## src/verilog/trap_consts.svh

```systemverilog
`ifndef TRAP_CONSTS_SVH
`define TRAP_CONSTS_SVH

// ----------------------------------------
// register byte offsets
// ----------------------------------------
`define REG_CTRL 5'h00
`define REG_STATUS 5'h04
`define REG_CLEAR 5'h08
`define REG_ENABLE 5'h0C
`define REG_PENDING 5'h10
`define REG_VECTOR 5'h14

// ----------------------------------------
// reset values and field positions
// ----------------------------------------
`define CTRL_RESET 2'h3
`define CTRL_GRANT_EN 0
`define CTRL_TIMEOUT_EN 1
`define ENABLE_RESET 6'h00
`define EVT_W 6

// ----------------------------------------
// pending slots, highest priority first
// ----------------------------------------
`define SLOT_W 14
`define SLOT_HALT_INSTR 4'h0
`define SLOT_ODD 4'h1
`define SLOT_MMU 4'h2
`define SLOT_TIMEOUT 4'h3
`define SLOT_PARITY 4'h4
`define SLOT_INSTR 4'h5
`define SLOT_TRACE 4'h6
`define SLOT_STOV 4'h7
`define SLOT_PFAIL 4'h8
`define SLOT_CONSOLE 4'h9
`define SLOT_REQ7 4'hA

// ----------------------------------------
// instruction trap codes
// ----------------------------------------
`define CODE_NONE 3'h0
`define CODE_ILLEGAL 3'h1
`define CODE_BREAK 3'h2
`define CODE_IO 3'h3
`define CODE_EMUL 3'h4
`define CODE_TRAP 3'h5
`define CODE_HALT 3'h6

// ----------------------------------------
// vectors (octal 004..250 as hex)
// ----------------------------------------
`define VEC_BUS_ERR 16'h0004
`define VEC_ILLEGAL 16'h0008
`define VEC_BREAK 16'h000C
`define VEC_IO 16'h0010
`define VEC_PFAIL 16'h0014
`define VEC_EMUL 16'h0018
`define VEC_TRAP 16'h001C
`define VEC_PARITY 16'h004C
`define VEC_MMU 16'h00A8
`define VEC_NONE 16'h0000
`define PSW_OFFSET 16'h0002
`define STACK_LIMIT 16'h0100

// ----------------------------------------
// timing
// ----------------------------------------
`define CLK_PERIOD_NS 10
`define TIMEOUT_NS 22000
`define TIMEOUT_CYC (`TIMEOUT_NS / `CLK_PERIOD_NS)

`endif

```

## src/verilog/trap_pkg.sv

```systemverilog
`default_nettype none
package trap_pkg;
   // stack and vector fetch sequence, gray from idle to PSW load; the return to idle flips two bits
   typedef enum logic [2:0] {
      SEQ_IDLE = 3'h0,
      SEQ_PUSH_PSW = 3'h1,
      SEQ_PUSH_PC = 3'h3,
      SEQ_LOAD_PC = 3'h2,
      SEQ_LOAD_PSW = 3'h6
   } seq_state_t;
   typedef logic [15:0] word_t;
endpackage
`default_nettype wire

```

## src/verilog/trap_arb_if.sv

```systemverilog
`timescale 1ns/10ps
`default_nettype none
interface trap_arb_if;
   logic [13:0] pending;
   logic [2:0] psw_priority;
   logic [2:0] instr_code;
   logic any;
   logic [3:0] win_idx;
   trap_pkg::word_t win_vec;
   modport arbiter (input pending, psw_priority, instr_code, output any, win_idx, win_vec);
   modport core (output pending, psw_priority, instr_code, input any, win_idx, win_vec);
endinterface
`default_nettype wire

```

## src/verilog/trap_arbiter.sv

```systemverilog
`timescale 1ns/10ps
`default_nettype none
`include "trap_consts.svh"
module trap_arbiter (
   trap_arb_if.arbiter arb
);
   logic [13:0] eligible;

   // bus requests only beat a lower processor priority
   genvar g;
   generate
      for (g = 0; g < `SLOT_W; g = g + 1) begin : g_elig
         if (g >= 10) begin : g_br
            assign eligible[g] = arb.pending[g] && (3'(17 - g) > arb.psw_priority);
         end else begin : g_trap
            assign eligible[g] = arb.pending[g];
         end
      end
   endgenerate

   // fixed priority pick, lowest slot wins
   always_comb begin
      arb.any = 1'b0;
      arb.win_idx = 4'h0;
      for (int i = `SLOT_W - 1; i >= 0; i--) begin
         if (eligible[i]) begin
            arb.any = 1'b1;
            arb.win_idx = 4'(i);
         end
      end
   end

   // vector per condition; odd, timeout and overflow share VEC_BUS_ERR, trace uses VEC_BREAK
   always_comb begin
      arb.win_vec = `VEC_NONE;
      case (arb.win_idx)
         `SLOT_ODD, `SLOT_TIMEOUT, `SLOT_STOV: arb.win_vec = `VEC_BUS_ERR;
         `SLOT_MMU: arb.win_vec = `VEC_MMU;
         `SLOT_PARITY: arb.win_vec = `VEC_PARITY;
         `SLOT_TRACE: arb.win_vec = `VEC_BREAK;
         `SLOT_PFAIL: arb.win_vec = `VEC_PFAIL;
         `SLOT_INSTR: begin
            case (arb.instr_code)
               `CODE_ILLEGAL: arb.win_vec = `VEC_ILLEGAL;
               `CODE_BREAK: arb.win_vec = `VEC_BREAK;
               `CODE_IO: arb.win_vec = `VEC_IO;
               `CODE_EMUL: arb.win_vec = `VEC_EMUL;
               `CODE_TRAP: arb.win_vec = `VEC_TRAP;
               default: arb.win_vec = `VEC_NONE;
            endcase
         end
         default: arb.win_vec = `VEC_NONE;
      endcase
   end
endmodule
`default_nettype wire

```

## src/verilog/trap_service_vectoring.sv

```systemverilog
// Function
// - each serviced trap condition gets a vector address; bus errors and stack overflow share 004.
// - after service, push PC and PROCESSOR_STATUS_WORD, then load PC from vector.
// - then load PROCESSOR_STATUS_WORD from the word after the vector.
// - nonexistent memory, odd address or 22 us reply timeout raise bus error.
// - kernel stack pointer below 400 octal sets overflow next clock; user exempt.
// - instruction traps arrive as an encoded trap code from decode.
// - pending trap on service entry asserts the microprogram branch bit.
// - during service, drive vector on ALU mux and select that path.
// - 004 bus errors and stack overflow, 014 breakpoint, 024 power fail.
// - 010 illegal/reserved, 020 io trap, 030 emulator trap.
// - 034 trap instruction, 114 parity, 250 memory management.
// - clear the serviced condition, pulsing overflow or power fail clears.
// - service OR processor initialize clears the instruction register; service clears it here only when the instruction trap slot won.
// - device interrupt forces branch only with no higher trap pending.
// - service state blocks bus grants.
// - fixed priority from halt instruction down to bus request 4.
// - everything pending is arbitrated together on service entry.
// - device vector latched into operand register, slave sync returned.
//
// Added by the designer: register access over Avalon-MM and the address map.
`timescale 1ns/10ps
`default_nettype none
`include "trap_consts.svh"
module trap_service_vectoring (
   input wire logic core_clk_i,
   input wire logic rst_i,
   input wire logic [4:0] avs_address_i,
   input wire logic avs_read_i,
   input wire logic avs_write_i,
   input wire logic [31:0] avs_writedata_i,
   input wire logic [3:0] avs_byteenable_i,
   output logic [31:0] avs_readdata_o,
   output logic avs_waitrequest_o,
   output logic irq_o,
   input wire logic service_state_i,
   input wire logic processor_initialize_i,
   input wire logic [2:0] instruction_trap_code_i,
   input wire logic odd_address_i,
   input wire logic nonexistent_memory_i,
   input wire logic mmu_error_i,
   input wire logic parity_error_i,
   input wire logic trace_bit_i,
   input wire logic bus_cycle_i,
   input wire logic sp_decrement_i,
   input wire logic kernel_mode_i,
   input wire logic [15:0] sp_next_value_i,
   input wire logic [2:0] psw_priority_i,
   input wire logic mem_done_i,
   input wire logic slave_sync_reply_i,
   input wire logic power_fail_i,
   input wire logic console_halt_i,
   input wire logic [3:0] bus_request_i,
   input wire logic device_interrupt_line_i,
   input wire logic [15:0] data_lines_i,
   output logic microprogram_branch_bit_o,
   output logic vector_code_bit_a_o,
   output logic vector_code_bit_b_o,
   output logic vector_code_bit_c_o,
   output logic [15:0] alu_output_mux_o,
   output logic alu_mux_select_o,
   output logic stack_overflow_clear_o,
   output logic power_fail_clear_o,
   output logic instruction_register_clear_o,
   output logic [3:0] bus_grant_o,
   output logic halt_grant_o,
   output logic slave_sync_o,
   output logic [15:0] operand_vector_o,
   output logic [2:0] seq_step_o,
   output logic mem_write_o,
   output logic [15:0] mem_addr_o
);
   // ----------------------------------------
   // pin synchronisers
   // ----------------------------------------
   logic [7:0] pin_meta;
   logic [7:0] pin_sync;
   logic ssyn_s, pfail_s, console_s, intr_s, intr_q;
   logic [3:0] req_s;

   // two flops per asynchronous pin
   always_ff @(posedge core_clk_i) begin
      if (rst_i) begin
         pin_meta <= 8'h00;
         pin_sync <= 8'h00;
      end else begin
         pin_meta <= {bus_request_i, device_interrupt_line_i, console_halt_i,
                      power_fail_i, slave_sync_reply_i};
         pin_sync <= pin_meta;
      end
   end
   assign ssyn_s = pin_sync[0];
   assign pfail_s = pin_sync[1];
   assign console_s = pin_sync[2];
   assign intr_s = pin_sync[3];
   assign req_s = pin_sync[7:4];

   // ----------------------------------------
   // service entry and exit detection
   // ----------------------------------------
   logic serv_q, serv_entry, serv_exit;
   always_ff @(posedge core_clk_i) begin
      if (rst_i) begin
         serv_q <= 1'b0;
         intr_q <= 1'b0;
      end else begin
         serv_q <= service_state_i;
         intr_q <= intr_s;
      end
   end
   assign serv_entry = service_state_i && !serv_q;
   assign serv_exit = !service_state_i && serv_q;

   // ----------------------------------------
   // registers
   // ----------------------------------------
   logic [1:0] ctrl;
   logic [5:0] evt_status, evt_enable, evt_set, evt_clr;
   logic [31:0] bmask;
   logic bus_ack, wr_hit, rd_hit;

   // ----------------------------------------
   // bus error detection
   // ----------------------------------------
   logic [11:0] timeout_cnt;
   logic timeout_hit;

   // reply timer restarts each bus cycle
   always_ff @(posedge core_clk_i) begin
      if (rst_i || !bus_cycle_i || ssyn_s) begin
         timeout_cnt <= 12'h000;
      end else if (timeout_cnt != 12'(`TIMEOUT_CYC)) begin
         timeout_cnt <= timeout_cnt + 12'h001;
      end
   end
   assign timeout_hit = ctrl[`CTRL_TIMEOUT_EN] && bus_cycle_i && !ssyn_s &&
                        (timeout_cnt == 12'(`TIMEOUT_CYC - 1));

   // ----------------------------------------
   // pending trap flags
   // ----------------------------------------
   logic odd_f, mmu_f, tmo_f, par_f, stov_f, pfail_f, stov_set;
   logic win_take, pfail_q, arb_won;
   logic [3:0] win_idx_q;
   trap_arb_if arb ();

   assign stov_set = sp_decrement_i && kernel_mode_i && (sp_next_value_i < `STACK_LIMIT);
   assign win_take = serv_q && service_state_i && !serv_entry;

   // sticky flags, a new event wins over the clear
   always_ff @(posedge core_clk_i) begin
      if (rst_i) begin
         odd_f <= 1'b0;
         mmu_f <= 1'b0;
         tmo_f <= 1'b0;
         par_f <= 1'b0;
         stov_f <= 1'b0;
         pfail_f <= 1'b0;
      end else begin
         if (serv_exit && arb_won) begin
            case (win_idx_q)
               `SLOT_ODD: odd_f <= 1'b0;
               `SLOT_MMU: mmu_f <= 1'b0;
               `SLOT_TIMEOUT: tmo_f <= 1'b0;
               `SLOT_PARITY: par_f <= 1'b0;
               `SLOT_STOV: stov_f <= 1'b0;
               `SLOT_PFAIL: pfail_f <= 1'b0;
               default: ;
            endcase
         end
         if (odd_address_i) odd_f <= 1'b1;
         if (nonexistent_memory_i || timeout_hit) tmo_f <= 1'b1;
         if (mmu_error_i) mmu_f <= 1'b1;
         if (parity_error_i) par_f <= 1'b1;
         if (stov_set) stov_f <= 1'b1;
         if (pfail_s && !pfail_q) pfail_f <= 1'b1;
      end
   end

   // ----------------------------------------
   // arbitration on service entry
   // ----------------------------------------
   logic [3:0] req_latched, req_now;
   always_ff @(posedge core_clk_i) begin
      if (rst_i) begin
         pfail_q <= 1'b0;
         req_latched <= 4'h0;
      end else begin
         pfail_q <= pfail_s;
         if (serv_entry) req_latched <= req_s;
      end
   end

   // requests seen on the entry cycle join that same arbitration
   assign req_now = serv_entry ? req_s : req_latched;
   assign arb.pending = {req_now[0], req_now[1], req_now[2], req_now[3],
                         console_s, pfail_f, stov_f, trace_bit_i,
                         (instruction_trap_code_i != `CODE_NONE) &&
                         (instruction_trap_code_i != `CODE_HALT),
                         par_f, tmo_f, mmu_f, odd_f,
                         instruction_trap_code_i == `CODE_HALT};
   assign arb.psw_priority = psw_priority_i;
   assign arb.instr_code = instruction_trap_code_i;

   trap_arbiter u_arbiter (
      .arb(arb)
   );

   // latch the winner on the first service cycle
   logic [15:0] vec_q;
   always_ff @(posedge core_clk_i) begin
      if (rst_i) begin
         arb_won <= 1'b0;
         win_idx_q <= 4'h0;
         vec_q <= `VEC_NONE;
      end else if (serv_entry) begin
         arb_won <= arb.any;
         win_idx_q <= arb.win_idx;
         vec_q <= (arb.win_idx >= `SLOT_REQ7) ? operand_vector_o : arb.win_vec;
      end
   end

   logic is_halt, is_br, branch;
   assign is_halt = (win_idx_q == `SLOT_HALT_INSTR) || (win_idx_q == `SLOT_CONSOLE);
   assign is_br = win_idx_q >= `SLOT_REQ7;
   // device interrupt branches only when it truly won
   assign branch = arb_won && !is_halt && (!is_br || intr_s);

   // ----------------------------------------
   // service outputs
   // ----------------------------------------
   always_ff @(posedge core_clk_i) begin
      if (rst_i) begin
         microprogram_branch_bit_o <= 1'b0;
         alu_mux_select_o <= 1'b0;
         alu_output_mux_o <= `VEC_NONE;
         halt_grant_o <= 1'b0;
      end else begin
         microprogram_branch_bit_o <= win_take && branch;
         alu_mux_select_o <= win_take && branch;
         alu_output_mux_o <= (win_take && branch) ? vec_q : `VEC_NONE;
         halt_grant_o <= win_take && arb_won && is_halt;
      end
   end
   assign vector_code_bit_a_o = alu_output_mux_o[2];
   assign vector_code_bit_b_o = alu_output_mux_o[3];
   assign vector_code_bit_c_o = alu_output_mux_o[4];

   // clear pulses one cycle after service exit is seen
   always_ff @(posedge core_clk_i) begin
      if (rst_i) begin
         stack_overflow_clear_o <= 1'b0;
         power_fail_clear_o <= 1'b0;
      end else begin
         stack_overflow_clear_o <= serv_exit && arb_won && (win_idx_q == `SLOT_STOV);
         power_fail_clear_o <= serv_exit && arb_won && (win_idx_q == `SLOT_PFAIL);
      end
   end
   assign instruction_register_clear_o = processor_initialize_i ||
      (service_state_i && arb_won && (win_idx_q == `SLOT_INSTR));

   // ----------------------------------------
   // bus grant and device vector
   // ----------------------------------------
   always_comb begin
      bus_grant_o = 4'h0;
      if (!service_state_i && ctrl[`CTRL_GRANT_EN] && arb_won && is_br) begin
         bus_grant_o = 4'h8 >> (win_idx_q - `SLOT_REQ7);
      end
   end

   always_ff @(posedge core_clk_i) begin
      if (rst_i) begin
         operand_vector_o <= `VEC_NONE;
         slave_sync_o <= 1'b0;
      end else begin
         slave_sync_o <= intr_s && !intr_q;
         if (intr_s && !intr_q) operand_vector_o <= data_lines_i;
      end
   end

   // ----------------------------------------
   // stack push and vector fetch sequence
   // ----------------------------------------
   trap_pkg::seq_state_t seq;
   always_ff @(posedge core_clk_i) begin
      if (rst_i) begin
         seq <= trap_pkg::SEQ_IDLE;
      end else begin
         unique case (seq)
            trap_pkg::SEQ_IDLE: if (serv_exit && arb_won && branch) seq <= trap_pkg::SEQ_PUSH_PSW;
            trap_pkg::SEQ_PUSH_PSW: if (mem_done_i) seq <= trap_pkg::SEQ_PUSH_PC;
            trap_pkg::SEQ_PUSH_PC: if (mem_done_i) seq <= trap_pkg::SEQ_LOAD_PC;
            trap_pkg::SEQ_LOAD_PC: if (mem_done_i) seq <= trap_pkg::SEQ_LOAD_PSW;
            trap_pkg::SEQ_LOAD_PSW: if (mem_done_i) seq <= trap_pkg::SEQ_IDLE;
            default: seq <= trap_pkg::SEQ_IDLE;
         endcase
      end
   end
   assign seq_step_o = seq;
   assign mem_write_o = (seq == trap_pkg::SEQ_PUSH_PSW) || (seq == trap_pkg::SEQ_PUSH_PC);
   always_comb begin
      mem_addr_o = `VEC_NONE;
      if (seq == trap_pkg::SEQ_LOAD_PC) mem_addr_o = vec_q;
      if (seq == trap_pkg::SEQ_LOAD_PSW) mem_addr_o = vec_q + `PSW_OFFSET;
   end

   // ----------------------------------------
   // avalon slave, one wait state
   // ----------------------------------------
   assign evt_set = {branch && win_take && !microprogram_branch_bit_o, pfail_s && !pfail_q,
                     stov_set, parity_error_i, mmu_error_i,
                     odd_address_i || nonexistent_memory_i || timeout_hit};
   assign avs_waitrequest_o = (avs_read_i || avs_write_i) && !bus_ack;
   assign wr_hit = avs_write_i && bus_ack;
   assign rd_hit = avs_read_i && !bus_ack;
   assign bmask = {{8{avs_byteenable_i[3]}}, {8{avs_byteenable_i[2]}},
                   {8{avs_byteenable_i[1]}}, {8{avs_byteenable_i[0]}}};
   assign evt_clr = (wr_hit && avs_address_i == `REG_CLEAR) ?
                    avs_writedata_i[5:0] & bmask[5:0] : 6'h00;

   // register writes and acknowledge
   always_ff @(posedge core_clk_i) begin
      if (rst_i) begin
         bus_ack <= 1'b0;
         ctrl <= `CTRL_RESET;
         evt_enable <= `ENABLE_RESET;
         evt_status <= 6'h00;
      end else begin
         bus_ack <= (avs_read_i || avs_write_i) && !bus_ack;
         evt_status <= (evt_status & ~evt_clr) | evt_set;
         if (wr_hit && avs_address_i == `REG_CTRL && avs_byteenable_i[0]) ctrl <= avs_writedata_i[1:0];
         if (wr_hit && avs_address_i == `REG_ENABLE && avs_byteenable_i[0]) evt_enable <= avs_writedata_i[5:0];
      end
   end
   assign irq_o = |(evt_status & evt_enable);

   // read data registered ahead of the ack
   always_ff @(posedge core_clk_i) begin
      if (rst_i) begin
         avs_readdata_o <= 32'h00000000;
      end else if (rd_hit) begin
         case (avs_address_i)
            `REG_CTRL: avs_readdata_o <= {30'h0, ctrl};
            `REG_STATUS: avs_readdata_o <= {26'h0, evt_status};
            `REG_ENABLE: avs_readdata_o <= {26'h0, evt_enable};
            `REG_PENDING: avs_readdata_o <= {18'h0, arb.pending};
            `REG_VECTOR: avs_readdata_o <= {16'h0, vec_q};
            default: avs_readdata_o <= 32'h00000000;
         endcase
      end
   end
endmodule
`default_nettype wire

```

## config.mk

```make
export PLATFORM = sky130hd
export DESIGN_NAME = trap_service_vectoring
export DESIGN_NICKNAME = d
export VERILOG_FILES = /design/src/verilog/trap_pkg.sv /design/src/verilog/trap_arb_if.sv /design/src/verilog/trap_arbiter.sv /design/src/verilog/trap_service_vectoring.sv
export VERILOG_INCLUDE_DIRS = /design/src /design/src/verilog
export SDC_FILE = /design/constraint.sdc
export NUM_CORES = 1
export LEC_CHECK = 0
export BUFFER_PORTS_ARGS = -buffer_cell sky130_fd_sc_hd__buf_2
export CORE_MARGIN = 5
export CORE_UTILIZATION = 46
export DETAILED_ROUTE_END_ITERATION = 16
export PLACE_DENSITY = 0.77
export SLEW_MARGIN = 20
export SYNTH_ARGS = -nofsm -noshare
export SYNTH_HDL_FRONTEND = slang
export SYNTH_SLANG_ARGS = --single-unit
export TNS_END_PERCENT = 5
```

## constraint.sdc

```tcl
create_clock -name core_clk_i -period 2.25 [get_ports core_clk_i]
set_input_delay 0.225 -clock core_clk_i [delete_from_list [all_inputs] [get_ports core_clk_i]]
set_output_delay 0.225 -clock core_clk_i [all_outputs]
set_load 0.05 [all_outputs]
```

## After elaboration in Yosys (flattened, before gate mapping)

Index checks and enable logic that the tools add are counted.
W data, S select, Z words.

- Add/sub/neg operators: 3
- $lt $le $gt $ge: 7
- Equality and inequality tests: 39
- Shift-type cells: 1
- Muxes and demuxes: 61
- Bitwise gates (word level): 6
- Reductions and logical operators: 86

Operator list:

| kind | count |
|---|---|
| $pmux W16 S6 | 1 |
| $pmux W16 S5 | 1 |
| $mux W4 | 16 |
| $mux W16 | 3 |
| $logic_and A1 B1 Y1 | 39 |
| $mux W1 | 32 |
| $eq A4 B3 Y1 const B | 7 |
| $pmux W5 S5 | 1 |
| $reduce_bool A2 Y1 | 12 |
| $and A6 B6 Y6 | 3 |
| $add A16 B2 Y16 const B | 1 |
| $eq A4 B2 Y1 const B | 4 |
| $lt A16 B9 Y1 const B | 1 |
| $mux W3 | 5 |
| $pmux W3 S5 | 1 |
| $add A12 B1 Y12 const B | 1 |
| $eq A12 B12 Y1 const B | 1 |
| $eq A3 B2 Y1 const B | 4 |
| $eq A3 B3 Y1 const B | 4 |
| $eq A4 B4 Y1 const B | 3 |
| $gt A3 B3 Y1 const A | 4 |
| $ne A12 B12 Y1 const B | 1 |
| $reduce_and A2 Y1 | 6 |
| $logic_not A1 Y1 | 11 |
| other kinds (23) | 41 |

- Bits in registers: 149
- Input bits: 102
- Output and inout bits: 100
- Logic and storage cells: 232

## Depth between registers and ports, before layout

- Word-level depth: 22
- Mapped depth: 11
- Mapped depth without buffers: 8

## By module

Synthesis repeated with hierarchy kept, for this count alone.

- Cells, all modules: 739
- Area, all modules: 6389.9 µm²

Modules (own cells, without submodules):

| module | times used | cells an instance | area an instance (µm²) | sequential area each (µm²) |
|---|---|---|---|---|
| trap_service_vectoring | 1 | 664 | 5858.1 | 2662.6 |
| trap_arbiter | 1 | 75 | 531.8 | 0.0 |

## Worst setup path before layout

Ideal clock, no wire load.

- Path type: flip-flop to output port
- Start point: reg seq[2] (netlist: seq_step_o[2])
- End point: out mem_addr_o[12]
- Arrival time: 2.600 ns
- Required time: 2.025 ns
- Path slack: -0.575 ns
- Stages on the path, launching flop included: 7
- Path buffers: 1
- Cell sequence: dfxtp_1 clkbuf_1 nand3_1 nor2_1 nand3_1 or3_1 a21oi_1

- Cells in the longest elaborated chain, start to end: 3
- Elaborated cells on any way between the ends: 4
- Those cells by class: eq/ne (2); mux (2)

RTL lines:

| item | line | text |
|---|---|---|
| from (decl) | trap_service_vectoring.sv:285 | `trap_pkg::seq_state_t seq;` |
| from (signal assigned) | trap_service_vectoring.sv:288 | `seq <= trap_pkg::SEQ_IDLE;` |
| from (signal assigned) | trap_service_vectoring.sv:291 | `trap_pkg::SEQ_IDLE: if (serv_exit && arb_won && branch) seq <= trap_pkg::SEQ_PUSH_PSW;` |
| from (signal assigned) | trap_service_vectoring.sv:292 | `trap_pkg::SEQ_PUSH_PSW: if (mem_done_i) seq <= trap_pkg::SEQ_PUSH_PC;` |
| $eq A3 B2 Y1 | trap_service_vectoring.sv:304 | `if (seq == trap_pkg::SEQ_LOAD_PC) mem_addr_o = vec_q;` |
| $mux W16 | trap_service_vectoring.sv:304 |  |
| $mux W16 * | trap_service_vectoring.sv:305 | `` if (seq == trap_pkg::SEQ_LOAD_PSW) mem_addr_o = vec_q + `PSW_OFFSET; `` |
| to (decl) | trap_service_vectoring.sv:71 | `output logic [15:0] mem_addr_o` |

Mark *: on every way between the ends. The rest lies on a longest branch, timed or not.

## Worst setup path after layout

- Start point: reg vec_q[1]
- End point: out mem_addr_o[13]

- Cells in the longest elaborated chain, start to end: 2

RTL lines:

| item | line | text |
|---|---|---|
| from (decl) | trap_service_vectoring.sv:210 | `logic [15:0] vec_q;` |
| from (signal assigned) | trap_service_vectoring.sv:215 | `` vec_q <= `VEC_NONE; `` |
| from (signal assigned) | trap_service_vectoring.sv:219 | `` vec_q <= (arb.win_idx >= `SLOT_REQ7) ? operand_vector_o : arb.win_vec; `` |
| $add A16 B2 Y16 (no source line) | -- |  |
| $mux W16 | trap_service_vectoring.sv:305 |  |

No other way between the ends.

==> summary.md <==
| Metric | Value |
|---|---|
| Status | complete, no violations |
| Logic pwr share | 0.103 |
| Cell variety after synth | 63 |
| Sw Ratio | 0.2391 |
| Unrepaired setup endpoints after global routing | true |
| Hpwl dp | 12.18 mm |
| Final cell count without fillers | 1077 |
| Congestion Overflow GR | 0 |
| Fin nets | 996 |
| Initial antenna violation count | 0 |
| Post-CTS Hold Buffers | 0 |
| Final ANT Viol Nets | 0 |
| Xor/xnor share of the synthesized area | 0.03171 |
| Area grow syn2layout | 29.18% |
| CTS Buf Count | 17 |
| Root Buffer | clkbuf_16 |
| Die Y | 124.9 um |
| Actual slew at the worst max-slew pin | 0.6804 ns |
| Compound-Gate Fraction of Synth Area | 0.1359 |
| CTS H-Tree Depth | 4 |
| CP arrival | 1.99 ns |
| First-pass GRT wire length | 26.52 mm |
| Leak Pwr | 3.271 nW |
| Synth Instances | 732 |
| Synth Cell Area | 0.006076 mm^2 |
| Reg power frac | 0.425 |
| Sink Count | 133 |
| Clock Skew | 0.007932 ns |
| Sequential-to-total area share from yosys stat | 0.4382 |
| CTS tree | yes |
| Hold Crit Class | input port to flop |
| Ys Warns | 0 |
| Placed cells | 1044 |
| Vias in the first global route | 5286 |
| Initial DRC count | 420 |
| Maximum VDD drop | 480.9 uV |
| Power per cell area | 741.3 mW/mm^2 |
| Total core area | 0.01309 mm^2 |
| I/O Buffers | 148 |
| CP endpoint kind | output pin |
| Rel. slew slack | 0.5429 |
| Pin count of the biggest net entering global routing | 97 |
| Clk_lat worst skew | 0.42 ns |
| DR pass1 iterations | 7 |
| Final slew viol count | 0 |
| Rows | 42 |
| Mux share of post-synthesis cell area | 0.03583 |
| Initial Util | 0.4643 |
| #FFs+latches synth | 133 |
| DR vias/cell | 5.270 |
| Die area | 0.01561 mm^2 |
| Final Hold Viols | 0 |
| Commonest non-fill, non-tap cell in the layout | buf_2 |
| Pre-CTS setup slack | 0.006838 ns |
| Asr flop ratio synth | 0 |
| Top FF cell, synth | dfxtp_1 |
| Share of cells above drive strength 1 | 0.3119 |
| Final Routed Wirelength | 16.57 mm |
| Max-cap violations | 0 |
| Total track usage | 0.2083 |
| Most frequent cells in the layout | buf_2 (143), dfxtp_1 (124), nor2_1 (102), nand2_1 (87), a21oi_1 (50) |
| Setup TNS | 0 ns |
| NetSw | 0.001391 W |
| IO Pins | 202 |
| Final setup vio count | 0 |
| Clock transition at path regs | 0.06 ns |
| Gp weighted congestion | 0.8980 |
| Worst hold slack | 0.01043 ns |
| Fin crit period | 2.217 ns |
| Max Fclk | 0.4510 GHz |
| DRC Markers | 0 |
| Antenna cells | 0 |
| Post-synth EDFFs | 0 |
| Setup crit start kind | flop |
| Crit-path max FO | 4 |
| CP Class | flop to output pin |
| Synth Area per Inst | 8.300 um^2 |
| Fin worst setup slack | 0.03258 ns |
| Post-Synth Adder-Cell Area | 0.008237 |
| Clock Tree Buf Depth | 2 |
| Largest family of logic cells by synthesized area | simple AND/OR/NAND/NOR gates |
| Critical Path RT | 2.03 ns |
| Simple-Gate Fraction of Synth Area | 0.2840 |
| Clock power share | 0.472 |
| Filler Cell Count | 1134 |
| Chip Width | 124.9 um |
| Routed wire per std cell | 15.38 um |
| Final period util | 0.9855 |
| Internal power | 0.004427 W |
| Via count | 5676 |
registers in the layout, summed over array words and instances, names as in the netlist, 6 cells and up:
name,count
evt_enable,6
evt_status,6
operand_vector_o,16
pin_sync,8
vec_q,16
avs_readdata_o,16
alu_output_mux_o,16
pin_meta,8
timeout_cnt,12
cell usage after synthesis, drive strengths merged (4+ instances only):
cell type / count / area, um^2
dfxtp: 133 / 2663
or3: 6 / 37.54
a22oi: 8 / 60.06
a21oi: 62 / 347.8
nor4: 5 / 31.28
a211oi: 5 / 42.54
nand3: 36 / 230.2
and2: 15 / 93.84
xnor2: 8 / 70.07
nand2: 89 / 336.6
o21ai: 12 / 60.06
buf: 29 / 210.2
nand4: 9 / 56.30
a221oi: 7 / 61.31
nor2b: 26 / 162.7
nand2b: 11 / 68.82
nand3b: 5 / 37.54
a222oi: 7 / 70.07
clkbuf: 34 / 127.6
and3: 4 / 26.28
inv: 16 / 60.06
xor2: 14 / 122.6
ha: 4 / 50.05
nor2: 111 / 431.7
nor3: 23 / 120.1
mux2i: 18 / 180.2
area by class of cell:
type,instances,area [um^2],share of cell area
sequential,133,2684,0.3419
inverter,16,60.06,0.007652
clock buffer,27,523.0,0.06663
timing repair buffer,187,1095,0.1395
clock inverter,3,65.06,0.008289
tap,176,220.2,0.02806
multi-input combinational,535,3202,0.4079
worst max-delay path, cell delays in order (launching register included):
cell     delay (ns)
dfxtp_4        0.37
ha_4           0.13
nand4_1        0.12
nor2_2         0.16
and2_4         0.16
nand4_1        0.15
xor2_2         0.23
nor2_4         0.09
buf_6          0.16
per-stage QoR:
stage	total power, W	area (um^2)	utilization
CTS	0.005823	7746	0.5920
global route	0.006002	7849	0.5998
detailed placement	0.003096	7106	0.5430
floorplan	0.002922	6172	-
global placement	0.003088	7106	0.5430
finish	0.005818	7849	0.5998
cell families (layout without fill, tap and decap cells):
kind of cell    Yosys count  after routing
fa+ha+maj                 4              4
flops                   133            133
mux                      21             21
simple gates            350            350
xor+xnor                 22             22
other cells               1             16
compound gates          122            122
buf+inv                  79            233
worst paths after layout:
check / end / cells after the start / slack (ns) / start
worst min register to register: pin_sync[7] / 1 / 0.43 / pin_meta[7]
worst max register to register: vec_q[2] / 8 / 0.05 / pin_sync[4]
worst min-delay path: pin_meta[1] / 2 / 0.01 / power_fail_i
worst max-delay path: mem_addr_o[13] / 8 / 0.03 / vec_q[1]
per-layer routing:
layer | GRT usage | vias to the layer above | wire [um] | part of all wire
li1 | - | 2787 | - | -
met1 | 0.2664 | 2638 | 7198 | 0.43
met2 | 0.3337 | 221 | 7771 | 0.47
met3 | 0.05575 | 30 | 1203 | 0.073
met4 | 0.08801 | 0 | 395 | 0.024
met5 | 0 | - | 0 | 0
timing repair:
action                                  CTS  global route
setup buffers                             0             3
endpoints found under the setup margin   12            22
pin swaps                                 1            11
resized for setup                        17            23
power groups by stage:
stage                     Clock (W)  Combinational [W]  Sequential, W
after floorplan                   0           0.000381        0.00254
after global placement            0           0.000568        0.00252
after detailed placement          0           0.000574        0.00252
after CTS                   0.00277           0.000583        0.00247
after global routing        0.00287           0.000649        0.00248
final                       0.00274           0.000600        0.00247
No activity file was read; power rests on OpenSTA's default activity.
